## config.mk

```make
export PLATFORM = sky130hd
export DESIGN_NAME = anrcl_regs
export DESIGN_NICKNAME = d
export VERILOG_FILES = /design/src/anrcl_pkg.sv /design/src/anrcl_tick_gen.sv /design/src/anrcl_regs.sv
export SDC_FILE = /design/constraint.sdc
export NUM_CORES = 1
export LEC_CHECK = 0
export ABC_AREA = 1
export BUFFER_PORTS_ARGS = -buffer_cell sky130_fd_sc_hd__buf_2
export CELL_PAD_IN_SITES_DETAIL_PLACEMENT = 2
export CELL_PAD_IN_SITES_GLOBAL_PLACEMENT = 2
export CORE_MARGIN = 1
export CORE_UTILIZATION = 34
export CTS_CLUSTER_SIZE = 25
export DETAILED_ROUTE_END_ITERATION = 6
export PLACE_DENSITY = 0.85
export SKIP_CTS_REPAIR_TIMING = 1
export SLEW_MARGIN = 10
export SYNTH_ARGS = -nofsm -noshare
export SYNTH_HDL_FRONTEND = slang
export SYNTH_SLANG_ARGS = --single-unit
export TNS_END_PERCENT = 50
```

## constraint.sdc

```tcl
create_clock -name clk -period 6.2 [get_ports clk]
set_clock_uncertainty 0.05 [all_clocks]
set_input_delay 1.24 -clock clk [delete_from_list [all_inputs] [get_ports clk]]
set_output_delay 1.24 -clock clk [all_outputs]
set_load 0.05 [all_outputs]
```

## src/anrcl_pkg.sv

```systemverilog
package anrcl_pkg;

    // ------------------------------------------------------------
    // Register numbers
    // ------------------------------------------------------------
    localparam logic [7:0] NODE_IDENTIFIER_ADDR              = 8'h05;
    localparam logic [7:0] RESET_AND_PIN_MODE_CONTROL_ADDR   = 8'h50;
    localparam logic [7:0] OSCILLATOR_FREQUENCY_SETTING_ADDR = 8'h51;
    localparam logic [7:0] LINK_CONTROL_AND_STATUS_ADDR      = 8'h80;
    localparam logic [7:0] NODE_CONFIGURATION_ADDR           = 8'h04;

    // ------------------------------------------------------------
    // Field positions
    // ------------------------------------------------------------
    localparam int NODE_ID_MSB       = 15;
    localparam int SYS_RESET_BIT     = 0;
    localparam int TILE_RESET_BIT    = 1;
    localparam int MODE_PINS_LSB     = 16;
    localparam int MODE_PINS_MSB     = 17;
    localparam int MODE_TRISTATE_BIT = 24;
    localparam int FREQ_MSB          = 6;
    localparam int TOKEN_GAP_MSB     = 10;
    localparam int TRANS_GAP_LSB     = 11;
    localparam int TRANS_GAP_MSB     = 21;
    localparam int RX_RESET_BIT      = 23;
    localparam int LINK_INIT_BIT     = 24;
    localparam int TX_CREDIT_BIT     = 25;
    localparam int RX_CREDIT_BIT     = 26;
    localparam int LINK_ERROR_BIT    = 27;
    localparam int LOCK_BIT          = 31;

    // ------------------------------------------------------------
    // Reset values and limits
    // ------------------------------------------------------------
    localparam logic [15:0] NODE_ID_RESET   = 16'h0000;
    localparam logic [6:0]  FREQ_RESET      = 7'h19;
    localparam logic [6:0]  FREQ_MIN        = 7'h05;
    localparam logic [6:0]  FREQ_MAX        = 7'h64;
    localparam logic [10:0] GAP_RESET       = 11'h001;
    localparam logic [1:0]  MODE_PINS_RESET = 2'h0;
    localparam logic        TRISTATE_RESET  = 1'b0;

    // ------------------------------------------------------------
    // Timing
    // ------------------------------------------------------------
    localparam int SYS_RESET_OSC_CYCLES = 524288;
    localparam int CLK_MHZ              = 200;
    localparam int TILE_RESET_CYCLES    = 16;
    localparam int KHZ_PER_MHZ          = 1000;

    // ------------------------------------------------------------
    // Types
    // ------------------------------------------------------------
    typedef enum logic [1:0] {
        ANRCL_ACK  = 2'b01,
        ANRCL_NACK = 2'b10,
        ANRCL_NONE = 2'b00
    } anrcl_resp_type;

    typedef struct packed {
        logic        valid;
        logic        write;
        logic        want_resp;
        logic [7:0]  addr;
        logic [31:0] wdata;
    } anrcl_req_type;

    typedef struct packed {
        logic           valid;
        anrcl_resp_type kind;
        logic [31:0]    rdata;
    } anrcl_ans_type;

    typedef struct packed {
        logic overflow;
        logic bad_token;
        logic rx_credit;
        logic tx_credit;
        logic credit_request_token_done;
    } anrcl_link_stat_type;

endpackage : anrcl_pkg

```

## src/anrcl_tick_gen.sv

```systemverilog
`timescale 1ns/1ps
`default_nettype none
// Divides the 200 MHz clock into oscillator-cycle and 1 kHz ticks
module anrcl_tick_gen #(
    parameter int CLK_MHZ = anrcl_pkg::CLK_MHZ
) (
    input  wire logic       clk,
    input  wire logic       rst,
    input  wire logic [6:0] freq_mhz,
    output logic            osc_tick,
    output logic            khz_tick,
    output logic            sec_tick
);
    logic [15:0] acc;
    logic [9:0]  sec_cnt;
    wire  [15:0] next_acc  = acc + {9'h000, freq_mhz};
    wire         wrap      = next_acc >= 16'(CLK_MHZ);

    // Fractional accumulator: freq_mhz ticks every CLK_MHZ clocks
    always_ff @(posedge clk or posedge rst) begin
        if (rst) begin
            acc      <= 16'h0000;
            osc_tick <= 1'b0;
        end else begin
            acc      <= wrap ? next_acc - 16'(CLK_MHZ) : next_acc;
            osc_tick <= wrap;
        end
    end

    // Millisecond and second ticks
    wire [16:0] khz_lim = 17'(freq_mhz) * 17'(anrcl_pkg::KHZ_PER_MHZ);
    logic [16:0] osc_cnt;
    always_ff @(posedge clk or posedge rst) begin
        if (rst) begin
            osc_cnt  <= 17'h00000;
            khz_tick <= 1'b0;
            sec_cnt  <= 10'h000;
            sec_tick <= 1'b0;
        end else begin
            khz_tick <= 1'b0;
            sec_tick <= 1'b0;
            if (osc_tick) begin
                if (osc_cnt + 17'h00001 >= khz_lim) begin
                    osc_cnt  <= 17'h00000;
                    khz_tick <= 1'b1;
                    if (sec_cnt == 10'(anrcl_pkg::KHZ_PER_MHZ - 1)) begin
                        sec_cnt  <= 10'h000;
                        sec_tick <= 1'b1;
                    end else begin
                        sec_cnt <= sec_cnt + 10'h001;
                    end
                end else begin
                    osc_cnt <= osc_cnt + 17'h00001;
                end
            end
        end
    end
endmodule : anrcl_tick_gen
`default_nettype wire

```

## src/anrcl_regs.sv

```systemverilog
`timescale 1ns/1ps
`default_nettype none
// Functional notes
// - 16-bit node identifier, read-write, resets zero
// - Separate system and tile reset scopes
// - Pin, brown-out, watchdog raise system reset
// - Sleep and clock change raise tile reset
// - System reset lasts 524288 oscillator cycles
// - Tile reset bit starts tile reset, self-clears
// - System reset bit starts system reset, self-clears
// - Reset-bit writes get no response packet
// - Mode pin field plus tristate bit
// - 7-bit frequency field, resets to 25
// - Out-of-range frequency write ignored and NACKed
// - Frequency drives reset delay, watchdog, sleep clock
// - Link error sticky, cleared by register read
// - Report issued and held link credit
// - Link init clears credit, sends credit request
// - Receiver reset restarts token symbol framing
// - Transition spacing field, resets to one
// - Token spacing field, resets to one
// - Lock bit freezes node config and link registers
module anrcl_regs #(
    parameter int SYS_RESET_OSC_CYCLES = anrcl_pkg::SYS_RESET_OSC_CYCLES,
    parameter int TILE_RESET_CYCLES    = anrcl_pkg::TILE_RESET_CYCLES
) (
    input  wire logic                           clk,
    input  wire logic                           rst,
    input  wire anrcl_pkg::anrcl_req_type       req,
    output anrcl_pkg::anrcl_ans_type            ans,
    input  wire logic                           ext_reset_n,
    input  wire logic                           brown_out,
    input  wire logic                           watchdog_expired,
    input  wire logic                           sleep_sequence,
    input  wire logic                           clock_source_change,
    input  wire anrcl_pkg::anrcl_link_stat_type link_stat,
    output logic                                system_reset,
    output logic                                tile_reset,
    output logic [1:0]                          mode_pins_out,
    output logic                                mode_pins_oe_n,
    output logic [6:0]                          freq_mhz,
    output logic                                link_init_pulse,
    output logic                                rx_reset_pulse,
    output logic [10:0]                         transition_gap,
    output logic [10:0]                         token_gap,
    output logic                                osc_tick,
    output logic                                khz_tick,
    output logic                                sleep_sec_tick
);
    // ------------------------------------------------------------
    // State
    // ------------------------------------------------------------
    logic [15:0] node_identifier;
    logic [1:0]  mode_pins;
    logic        mode_tristate;
    logic        lock;
    logic        header_mode;
    logic        link_error;
    logic        tx_credit;
    logic [19:0] sys_cnt;
    logic [7:0]  tile_cnt;

    typedef enum logic [1:0] {
        ANRCL_RUN      = 2'b00,
        ANRCL_SYS_HOLD = 2'b01,
        ANRCL_TILE     = 2'b10
    } anrcl_rst_state_type;
    anrcl_rst_state_type state;
    anrcl_rst_state_type next_state;

    // ------------------------------------------------------------
    // Decode
    // ------------------------------------------------------------
    wire        wr        = req.valid && req.write;
    wire        rd        = req.valid && !req.write;
    wire [31:0] wd        = req.wdata;
    wire        sel_id    = req.addr == anrcl_pkg::NODE_IDENTIFIER_ADDR;
    wire        sel_rst   = req.addr == anrcl_pkg::RESET_AND_PIN_MODE_CONTROL_ADDR;
    wire        sel_freq  = req.addr == anrcl_pkg::OSCILLATOR_FREQUENCY_SETTING_ADDR;
    wire        sel_link  = req.addr == anrcl_pkg::LINK_CONTROL_AND_STATUS_ADDR;
    wire        sel_cfg   = req.addr == anrcl_pkg::NODE_CONFIGURATION_ADDR;
    wire        mapped    = sel_id | sel_rst | sel_freq | sel_link | sel_cfg;
    wire [6:0]  wr_freq   = wd[anrcl_pkg::FREQ_MSB:0];
    wire        freq_ok   = wr_freq >= anrcl_pkg::FREQ_MIN && wr_freq <= anrcl_pkg::FREQ_MAX;
    wire        sw_sys    = wr && sel_rst && wd[anrcl_pkg::SYS_RESET_BIT];
    wire        sw_tile   = wr && sel_rst && wd[anrcl_pkg::TILE_RESET_BIT];
    wire        silent    = sw_sys || sw_tile;
    wire        link_wr   = wr && sel_link && !lock;
    wire        cfg_wr    = wr && sel_cfg && !lock;
    wire        bad_wr    = (wr && sel_freq && !freq_ok) || !mapped
                            || (wr && (sel_link || sel_cfg) && lock);
    wire        hw_sys    = !ext_reset_n || brown_out || watchdog_expired;
    wire        hw_tile   = sleep_sequence || clock_source_change;
    wire        link_err_set = link_stat.overflow || link_stat.bad_token;
    wire        link_rd   = rd && sel_link;

    // ------------------------------------------------------------
    // Read data (reserved bits zero)
    // ------------------------------------------------------------
    wire [31:0] rd_id   = {16'h0000, node_identifier};
    wire [31:0] rd_rst  = {7'h00, mode_tristate, 6'h00, mode_pins, 16'h0000};
    wire [31:0] rd_freq = {25'h0000000, freq_mhz};
    wire [31:0] rd_link = {4'h0, link_error, link_stat.rx_credit, tx_credit,
                           2'b00, 1'b0, transition_gap, token_gap};
    wire [31:0] rd_cfg  = {lock, 30'h00000000, header_mode};
    wire [31:0] rd_mux  = sel_id ? rd_id : sel_rst ? rd_rst : sel_freq ? rd_freq
                        : sel_link ? rd_link : sel_cfg ? rd_cfg : 32'h00000000;

    // ------------------------------------------------------------
    // Register writes
    // ------------------------------------------------------------
    always_ff @(posedge clk or posedge rst) begin
        if (rst) begin
            node_identifier <= anrcl_pkg::NODE_ID_RESET;
            mode_pins       <= anrcl_pkg::MODE_PINS_RESET;
            mode_tristate   <= anrcl_pkg::TRISTATE_RESET;
            freq_mhz        <= anrcl_pkg::FREQ_RESET;
            transition_gap  <= anrcl_pkg::GAP_RESET;
            token_gap       <= anrcl_pkg::GAP_RESET;
            lock            <= 1'b0;
            header_mode     <= 1'b0;
        end else if (state == ANRCL_SYS_HOLD) begin
            node_identifier <= anrcl_pkg::NODE_ID_RESET;
            mode_pins       <= anrcl_pkg::MODE_PINS_RESET;
            mode_tristate   <= anrcl_pkg::TRISTATE_RESET;
            transition_gap  <= anrcl_pkg::GAP_RESET;
            token_gap       <= anrcl_pkg::GAP_RESET;
            lock            <= 1'b0;
            header_mode     <= 1'b0;
        end else begin
            if (wr && sel_id)
                node_identifier <= wd[anrcl_pkg::NODE_ID_MSB:0];
            if (wr && sel_rst) begin
                mode_pins     <= wd[anrcl_pkg::MODE_PINS_MSB:anrcl_pkg::MODE_PINS_LSB];
                mode_tristate <= wd[anrcl_pkg::MODE_TRISTATE_BIT];
            end
            if (wr && sel_freq && freq_ok)
                freq_mhz <= wr_freq;
            if (link_wr) begin
                transition_gap <= wd[anrcl_pkg::TRANS_GAP_MSB:anrcl_pkg::TRANS_GAP_LSB];
                token_gap      <= wd[anrcl_pkg::TOKEN_GAP_MSB:0];
            end
            if (cfg_wr) begin
                lock        <= wd[anrcl_pkg::LOCK_BIT];
                header_mode <= wd[0];
            end
        end
    end

    // ------------------------------------------------------------
    // Link status and strobes
    // ------------------------------------------------------------
    always_ff @(posedge clk or posedge rst) begin
        if (rst) begin
            link_error      <= 1'b0;
            tx_credit       <= 1'b0;
            link_init_pulse <= 1'b0;
            rx_reset_pulse  <= 1'b0;
        end else begin
            link_error      <= link_err_set || (link_error && !link_rd);
            link_init_pulse <= link_wr && wd[anrcl_pkg::LINK_INIT_BIT];
            rx_reset_pulse  <= link_wr && wd[anrcl_pkg::RX_RESET_BIT];
            if (link_wr && wd[anrcl_pkg::LINK_INIT_BIT])
                tx_credit <= 1'b0;
            else
                tx_credit <= link_stat.tx_credit;
        end
    end

    // ------------------------------------------------------------
    // Answers
    // ------------------------------------------------------------
    always_ff @(posedge clk or posedge rst) begin
        if (rst) begin
            ans <= '0;
        end else begin
            ans.valid <= req.valid && req.want_resp && !silent;
            ans.kind  <= bad_wr ? anrcl_pkg::ANRCL_NACK : anrcl_pkg::ANRCL_ACK;
            ans.rdata <= rd ? rd_mux : 32'h00000000;
        end
    end

    // ------------------------------------------------------------
    // Reset sequencer
    // ------------------------------------------------------------
    wire sys_done  = sys_cnt == 20'(SYS_RESET_OSC_CYCLES - 1);
    wire tile_done = tile_cnt == 8'(TILE_RESET_CYCLES - 1);

    always_comb begin
        next_state = state;
        case (state)
            ANRCL_RUN: begin
                if (hw_sys || sw_sys)
                    next_state = ANRCL_SYS_HOLD;
                else if (hw_tile || sw_tile)
                    next_state = ANRCL_TILE;
            end
            ANRCL_SYS_HOLD: begin
                if (sys_done && osc_tick && !hw_sys)
                    next_state = ANRCL_RUN;
            end
            ANRCL_TILE: begin
                if (hw_sys || sw_sys)
                    next_state = ANRCL_SYS_HOLD;
                else if (tile_done && osc_tick)
                    next_state = ANRCL_RUN;
            end
            default: next_state = ANRCL_RUN;
        endcase
    end

    always_ff @(posedge clk or posedge rst) begin
        if (rst) begin
            state        <= ANRCL_SYS_HOLD;
            sys_cnt      <= 20'h00000;
            tile_cnt     <= 8'h00;
            system_reset <= 1'b1;
            tile_reset   <= 1'b1;
        end else begin
            state <= next_state;
            if (state != ANRCL_SYS_HOLD || hw_sys)
                sys_cnt <= 20'h00000;
            else if (osc_tick)
                sys_cnt <= sys_cnt + 20'h00001;
            if (state != ANRCL_TILE)
                tile_cnt <= 8'h00;
            else if (osc_tick)
                tile_cnt <= tile_cnt + 8'h01;
            system_reset <= next_state == ANRCL_SYS_HOLD;
            tile_reset   <= next_state != ANRCL_RUN;
        end
    end

    // ------------------------------------------------------------
    // Frequency-derived timing
    // ------------------------------------------------------------

    anrcl_tick_gen #(
        .CLK_MHZ (anrcl_pkg::CLK_MHZ)
    ) u_tick (
        .clk      (clk),
        .rst      (rst),
        .freq_mhz (freq_mhz),
        .osc_tick (osc_tick),
        .khz_tick (khz_tick),
        .sec_tick (sleep_sec_tick)
    );

    assign mode_pins_out  = mode_pins;
    assign mode_pins_oe_n = mode_tristate;
endmodule : anrcl_regs
`default_nettype wire

```

# Word-level counts from Yosys, hierarchy flattened
# Cells that the tools add are included.
# word_totals
reg_bits	167
latch_bits	0
mem_bits_rw	0
romBits	0
in_bits	55
output_inout_bits	74
wordCells	150
n_memories	0
# classes
add_sub_neg	6
n_mul	1
n_div	0
order_cmp	4
n_eq_ne	13
shifts	0
n_mux	40
bitwise	5
reduce_logical	55
# op_table
operator	n
$mux 32	6
$mux 16	3
$mux 11	4
$mux 20	2
$logic_and 1x1->1	25
$add 20x1->20 const B	1
$eq 20x19->1 const B	1
$add 17x1->17 const B	1
$ge 17x17->1	1
$mux 17	1
$add 16x7->16	1
$eq 8x3->1 const B	2
$eq 8x7->1 const B	2
$ge 16x8->1 const B	1
$mux 2	8
$mux 8	2
$sub 16x8->16 const B	1
$mul 7x7->14 const B	1
$reduce_bool 2->1	7
$logic_or 1x1->1	12
$mux 1	12
$add 10x1->10 const B	1
$eq 10x10->1 const B	1
$mux 10	1
15 further kinds	27

# Depth between registers and ports, before layout
# depth
depth_word	9
ltp_mapped	25
depth_no_buf	25

# By module
# From an unflattened synthesis, not the netlist that was laid out.
# unflattened
hier_cells	1268
hier_area_um2	10323.7
# modules_own_cells
mod	n_inst	cells_each	area_each_um2	seq_area_each_um2
anrcl_regs	1	670	5627.9	2912.8
anrcl_tick_gen	1	598	4695.8	1151.1

# Worst setup path before layout
# Ideal clock, no wire load.
# synth_path
path_kind	reg2reg
start	register freq_mhz[1]
end	register u_tick.sec_cnt[1]
setup_ns	0.133
arrival_ns	5.270
required_time_ns	6.017
path_slack_ns	0.748
stages_incl_launch_ff	24
path_buffers	1
period_less_slack_ns	5.452
path_cell_list	dfrtp_1 -> fa_1 -> fa_1 -> inv_1 -> fa_1 -> fa_1 -> inv_1 -> ha_1 -> a21oi_1 -> o21ai_0 -> nand2_1 -> o211ai_1 -> a21oi_1 -> nor2_1 -> nor2_1 -> xnor2_1 -> ha_1 -> a21oi_1 -> o21ai_0 -> a21oi_1 -> nand3_1 -> nand2_1 -> clkbuf_1 -> o21ai_0
# synth_between
elab_chain_len	3
# synth_lines
item	line_no	text
from (decl)	anrcl_regs.sv:41	output logic [6:0] freq_mhz,
from (signal assigned)	anrcl_regs.sv:117	freq_mhz <= anrcl_pkg::FREQ_RESET;
from (signal assigned)	anrcl_regs.sv:138	freq_mhz <= wr_freq;
$mul 7x7->14	anrcl_tick_gen.sv:31	wire [16:0] khz_lim = 17'(freq_mhz) * 17'(anrcl_pkg::KHZ_PER_MHZ);
$ge 17x17->1	anrcl_tick_gen.sv:43	if (osc_cnt + 17'h00001 >= khz_lim) begin
$reduce_and 2->1 (no line)	--	
to (signal assigned)	anrcl_tick_gen.sv:50	sec_cnt <= sec_cnt + 10'h001;
to (decl)	anrcl_tick_gen.sv:15	logic [9:0] sec_cnt;
# Every way passes these cells.
# A chain may end at the register's enable or synchronous reset.

# Final worst setup path
# layout_path
start	register freq_mhz[0]
end	register u_tick.osc_cnt[11]
# layout_between
elab_chain_len	3
# layout_lines
item	line_no	text
$mul 7x7->14	anrcl_tick_gen.sv:31	
$ge 17x17->1	anrcl_tick_gen.sv:43	
$mux 17	anrcl_tick_gen.sv:43	
to (signal assigned)	anrcl_tick_gen.sv:53	osc_cnt <= osc_cnt + 17'h00001;
to (decl)	anrcl_tick_gen.sv:32	logic [16:0] osc_cnt;
# Every way passes these cells.

==> results.toml <==
[status]
outcome = "complete, no violations"

[synthesis]
synth-compound-area-share_pct = 9.71
synthMuxAreaShare_pct = 0.224
synth_cell_types = 52
synth_top_area_share_pct = 40.6
ys_warn_count = 0
synth_cells = 1177
synth-simple-area-share_pct = 22.8
synth_xor_area_share_pct = 3.93
async_reset_ff_share_pct = 100
synth-edff-count = 0
syn_area_sq_mm = 0.00950
seq_area_frac_synth_pct = 42.8
syn_area_per_cell_sq_um = 8.07
synth_top_family_by_area = "simple AND/OR/NAND/NOR gates"
synth_area_leaders = "dfrtp_1 (41%), nand2_1 (12%), ha_1 (8.0%), inv_1 (7.0%), o21ai_0 (4.3%)"
synth_fa_ha_area_share_pct = 12.0
ys_seq_elements = 162
yosys.area.top_type = "dfrtp_1"
ys.flop_type = "dfrtp_1"

[critical_path]
critical_path_class = "reg -> reg"
start_kind = "flip-flop"
r2r-start = "freq_mhz[0]"
timing.rr.end = "u_tick.osc_cnt[11]"
required_ns = 6.49
ff2ff_path_depth = 22
reg2reg_setup_slack_ns = 0.34
end_kind = "flip-flop"
crit_fanout = 9
cp.arrival_ns = 6.15

[grt]
grt_usage_pct = 24.8
grt_first_pass_wirelength_um = 54500
antenna_found_initial = 2
grt_start_max_net_pins = 63
grt_overflow = 0
first_global_vias = 9980

[clock_network]
cts_tree = "yes"
ctsLongestPathBuffers = 2
clk_pin_slew_ns = 0.08
cts_max_level = 4
cts-root-buf = "clkbuf_16"
cts.sinks = 162
numCtsBuffers = 17
clk_latency_ns = 0.46

[route]
drt-met1-wl_um = 13800
first_iter_violations = 378
ant_nets = 0
wl_met2_um = 18100
drc = 0
wl_per_cell_um = 20.1
vias_per_cell = 5.13
routed_wl_um = 33900
dr.max_layer_used = "met4"
dr.pass1.iters = 4
route.met3.wl_um = 1080
vias = 8659

[floorplan]
die_area_sq_mm = 0.0286
row_count = 60
fp.dieW_um = 169
core_area_sq_mm = 0.0272
start_util_pct = 34.9
pin_count = 129
die_h_um = 169

[layout]
syn_to_final_growth_pct = 17.6
fin_area_sq_mm = 0.0112
drive_above_1_share_pct = 14.9
final_nets = 1436
final_common_cell = "nand2_1"
final_cell_mix = "nand2_1 (296), inv_1 (176), dfrtp_1 (154)"

[power]
p_sw_mw = 1.40
p_leak_nw = 5.79
p_seq_share_pct = 39.5
internal_power_mw = 2.01
power_switching_share_pct = 41.1
p_clk_share_pct = 33.3
powerDensity_mw_per_mm2 = 305
p_comb_share_pct = 27.2
total_power_mw = 3.41
ir_drop_mv = 0.136

[sta]
fmax_mhz = 171
report.final.slew_viol_count = 0
slew_headroom_pct = 35.9
setup_viol = 0
worst_slew_pin_slew_ns = 0.962
rsz0062_at_grt = "false"
setup_tns_ns = 0
fin_crit_ns = 5.86
post-route-period-util_pct = 94.5
hold_viol_final = 0

[worst_hold_path]
hold_class = "reg -> reg"
worstHoldStart = "u_tick.acc[0]"
hold-path-endpoint = "u_tick.acc[0]"
worstHoldPathCells = 1

[placed_design]
gp_congestion = 0.745
dpl-instance-area_sq_mm = 0.0105
dpl.hpwl_um = 23300
port_buffers = 115

[flow_run]
maxCapViolations = 0
layer usage:
metal | vias up | global-route usage [%]
met3 | 66 | 4.09
li1 | 4000 | -
met4 | 0 | 9.52
met5 | - | 0
met1 | 4399 | 27.5
met2 | 194 | 46.9
cell families after synthesis:
group,count (synthesis)
adders and majority gates,80
other,1
AOI/OAI and AO/OA,170
DFF,162
xor gates and xnor gates,40
buffers and inverters,207
muxes,2
and+or+nand+nor,515
synth_stat cells (5+ instances only):
cell type / n
a21oi_1: 57
buf_4: 5
clkbuf_1: 16
dfrtp_1: 154
dfstp_2: 8
fa_1: 19
ha_1: 61
inv_1: 177
nand2_1: 297
nand2_2: 9
nand3_1: 47
nand4_1: 20
nor2_1: 93
nor2_2: 5
nor3_1: 29
nor4_1: 6
o21ai_0: 82
o22ai_1: 8
xnor2_1: 12
xor2_1: 25
power by group through the flow:
stage	Clock [mW]	Sequential, mW	Combinational [mW]
floorplan	0	1.46	0.507
global route	1.19	1.37	1.02
CTS	1.16	1.34	0.931
detailed placement	0	1.35	0.903
finish	1.13	1.35	0.928
global placement	0	1.34	0.847
worst max path at each step:
stage | start | to | slack [ns]
finish | freq_mhz[0] | u_tick.osc_cnt[11] | 0.34
detailed placement | freq_mhz[0] | u_tick.sec_cnt[9] | 0.32
global route | freq_mhz[0] | u_tick.sec_cnt[4] | 0.04
floorplan | rst | ans[0] | 0.55
global placement | freq_mhz[0] | u_tick.sec_cnt[0] | 0.60
CTS | freq_mhz[0] | u_tick.sec_cnt[9] | 0.13
worst max-delay path, stage by stage (launching register included):
cell and delay, ns:
dfstp_2 0.55, fa_1 0.46, fa_1 0.54, inv_1 0.06
fa_1 0.49, fa_1 0.52, inv_1 0.07, ha_1 0.39
nand2_1 0.13, nor3_1 0.19, nor2_1 0.11, o21ai_0 0.28
a21oi_1 0.12, o21bai_1 0.17, xor2_1 0.21, ha_1 0.28
nand2_1 0.09, o21ai_0 0.10, a21oi_1 0.14, nand3_1 0.14
nor2_2 0.28, inv_2 0.18, o22ai_1 0.20
through the flow:
| step | util (%) | cells | setup WS, ns | hold WS [ns] |
|---|---|---|---|---|
| after floorplan | - | 1181 | 0.547 | 0.392 |
| after global placement | 38.7 | 1652 | 0.598 | 0.404 |
| after detailed placement | 38.7 | 1652 | 0.320 | 0.418 |
| after CTS | 41.0 | 1684 | 0.129 | 0.435 |
| after global routing | 41.1 | 1686 | 0.0438 | 0.451 |
| final | 41.1 | 1688 | 0.344 | 0.430 |
flip-flops by register name, indices dropped and copies added (netlist names), 2 cells and up:
register / flops
node_identifier: 16
state: 2
token_gap: 11
u_tick.sec_cnt: 10
ans: 30
u_tick.acc: 16
mode_pins_out: 2
u_tick.osc_cnt: 17
tile_cnt: 8
transition_gap: 11
freq_mhz: 7
sys_cnt: 20
final cells by class:
type	instances	area [sq um]
clock buffer	17	425
inverter	182	692
timing repair buffer	125	651
clock inverter	15	204
fill	3060	16000
tap	372	465
sequential	162	4060
antenna	2	5.00
timing repair inverter	1	5.00
multi-input combinational	812	4650
Power figures use the tool's default switching activity.
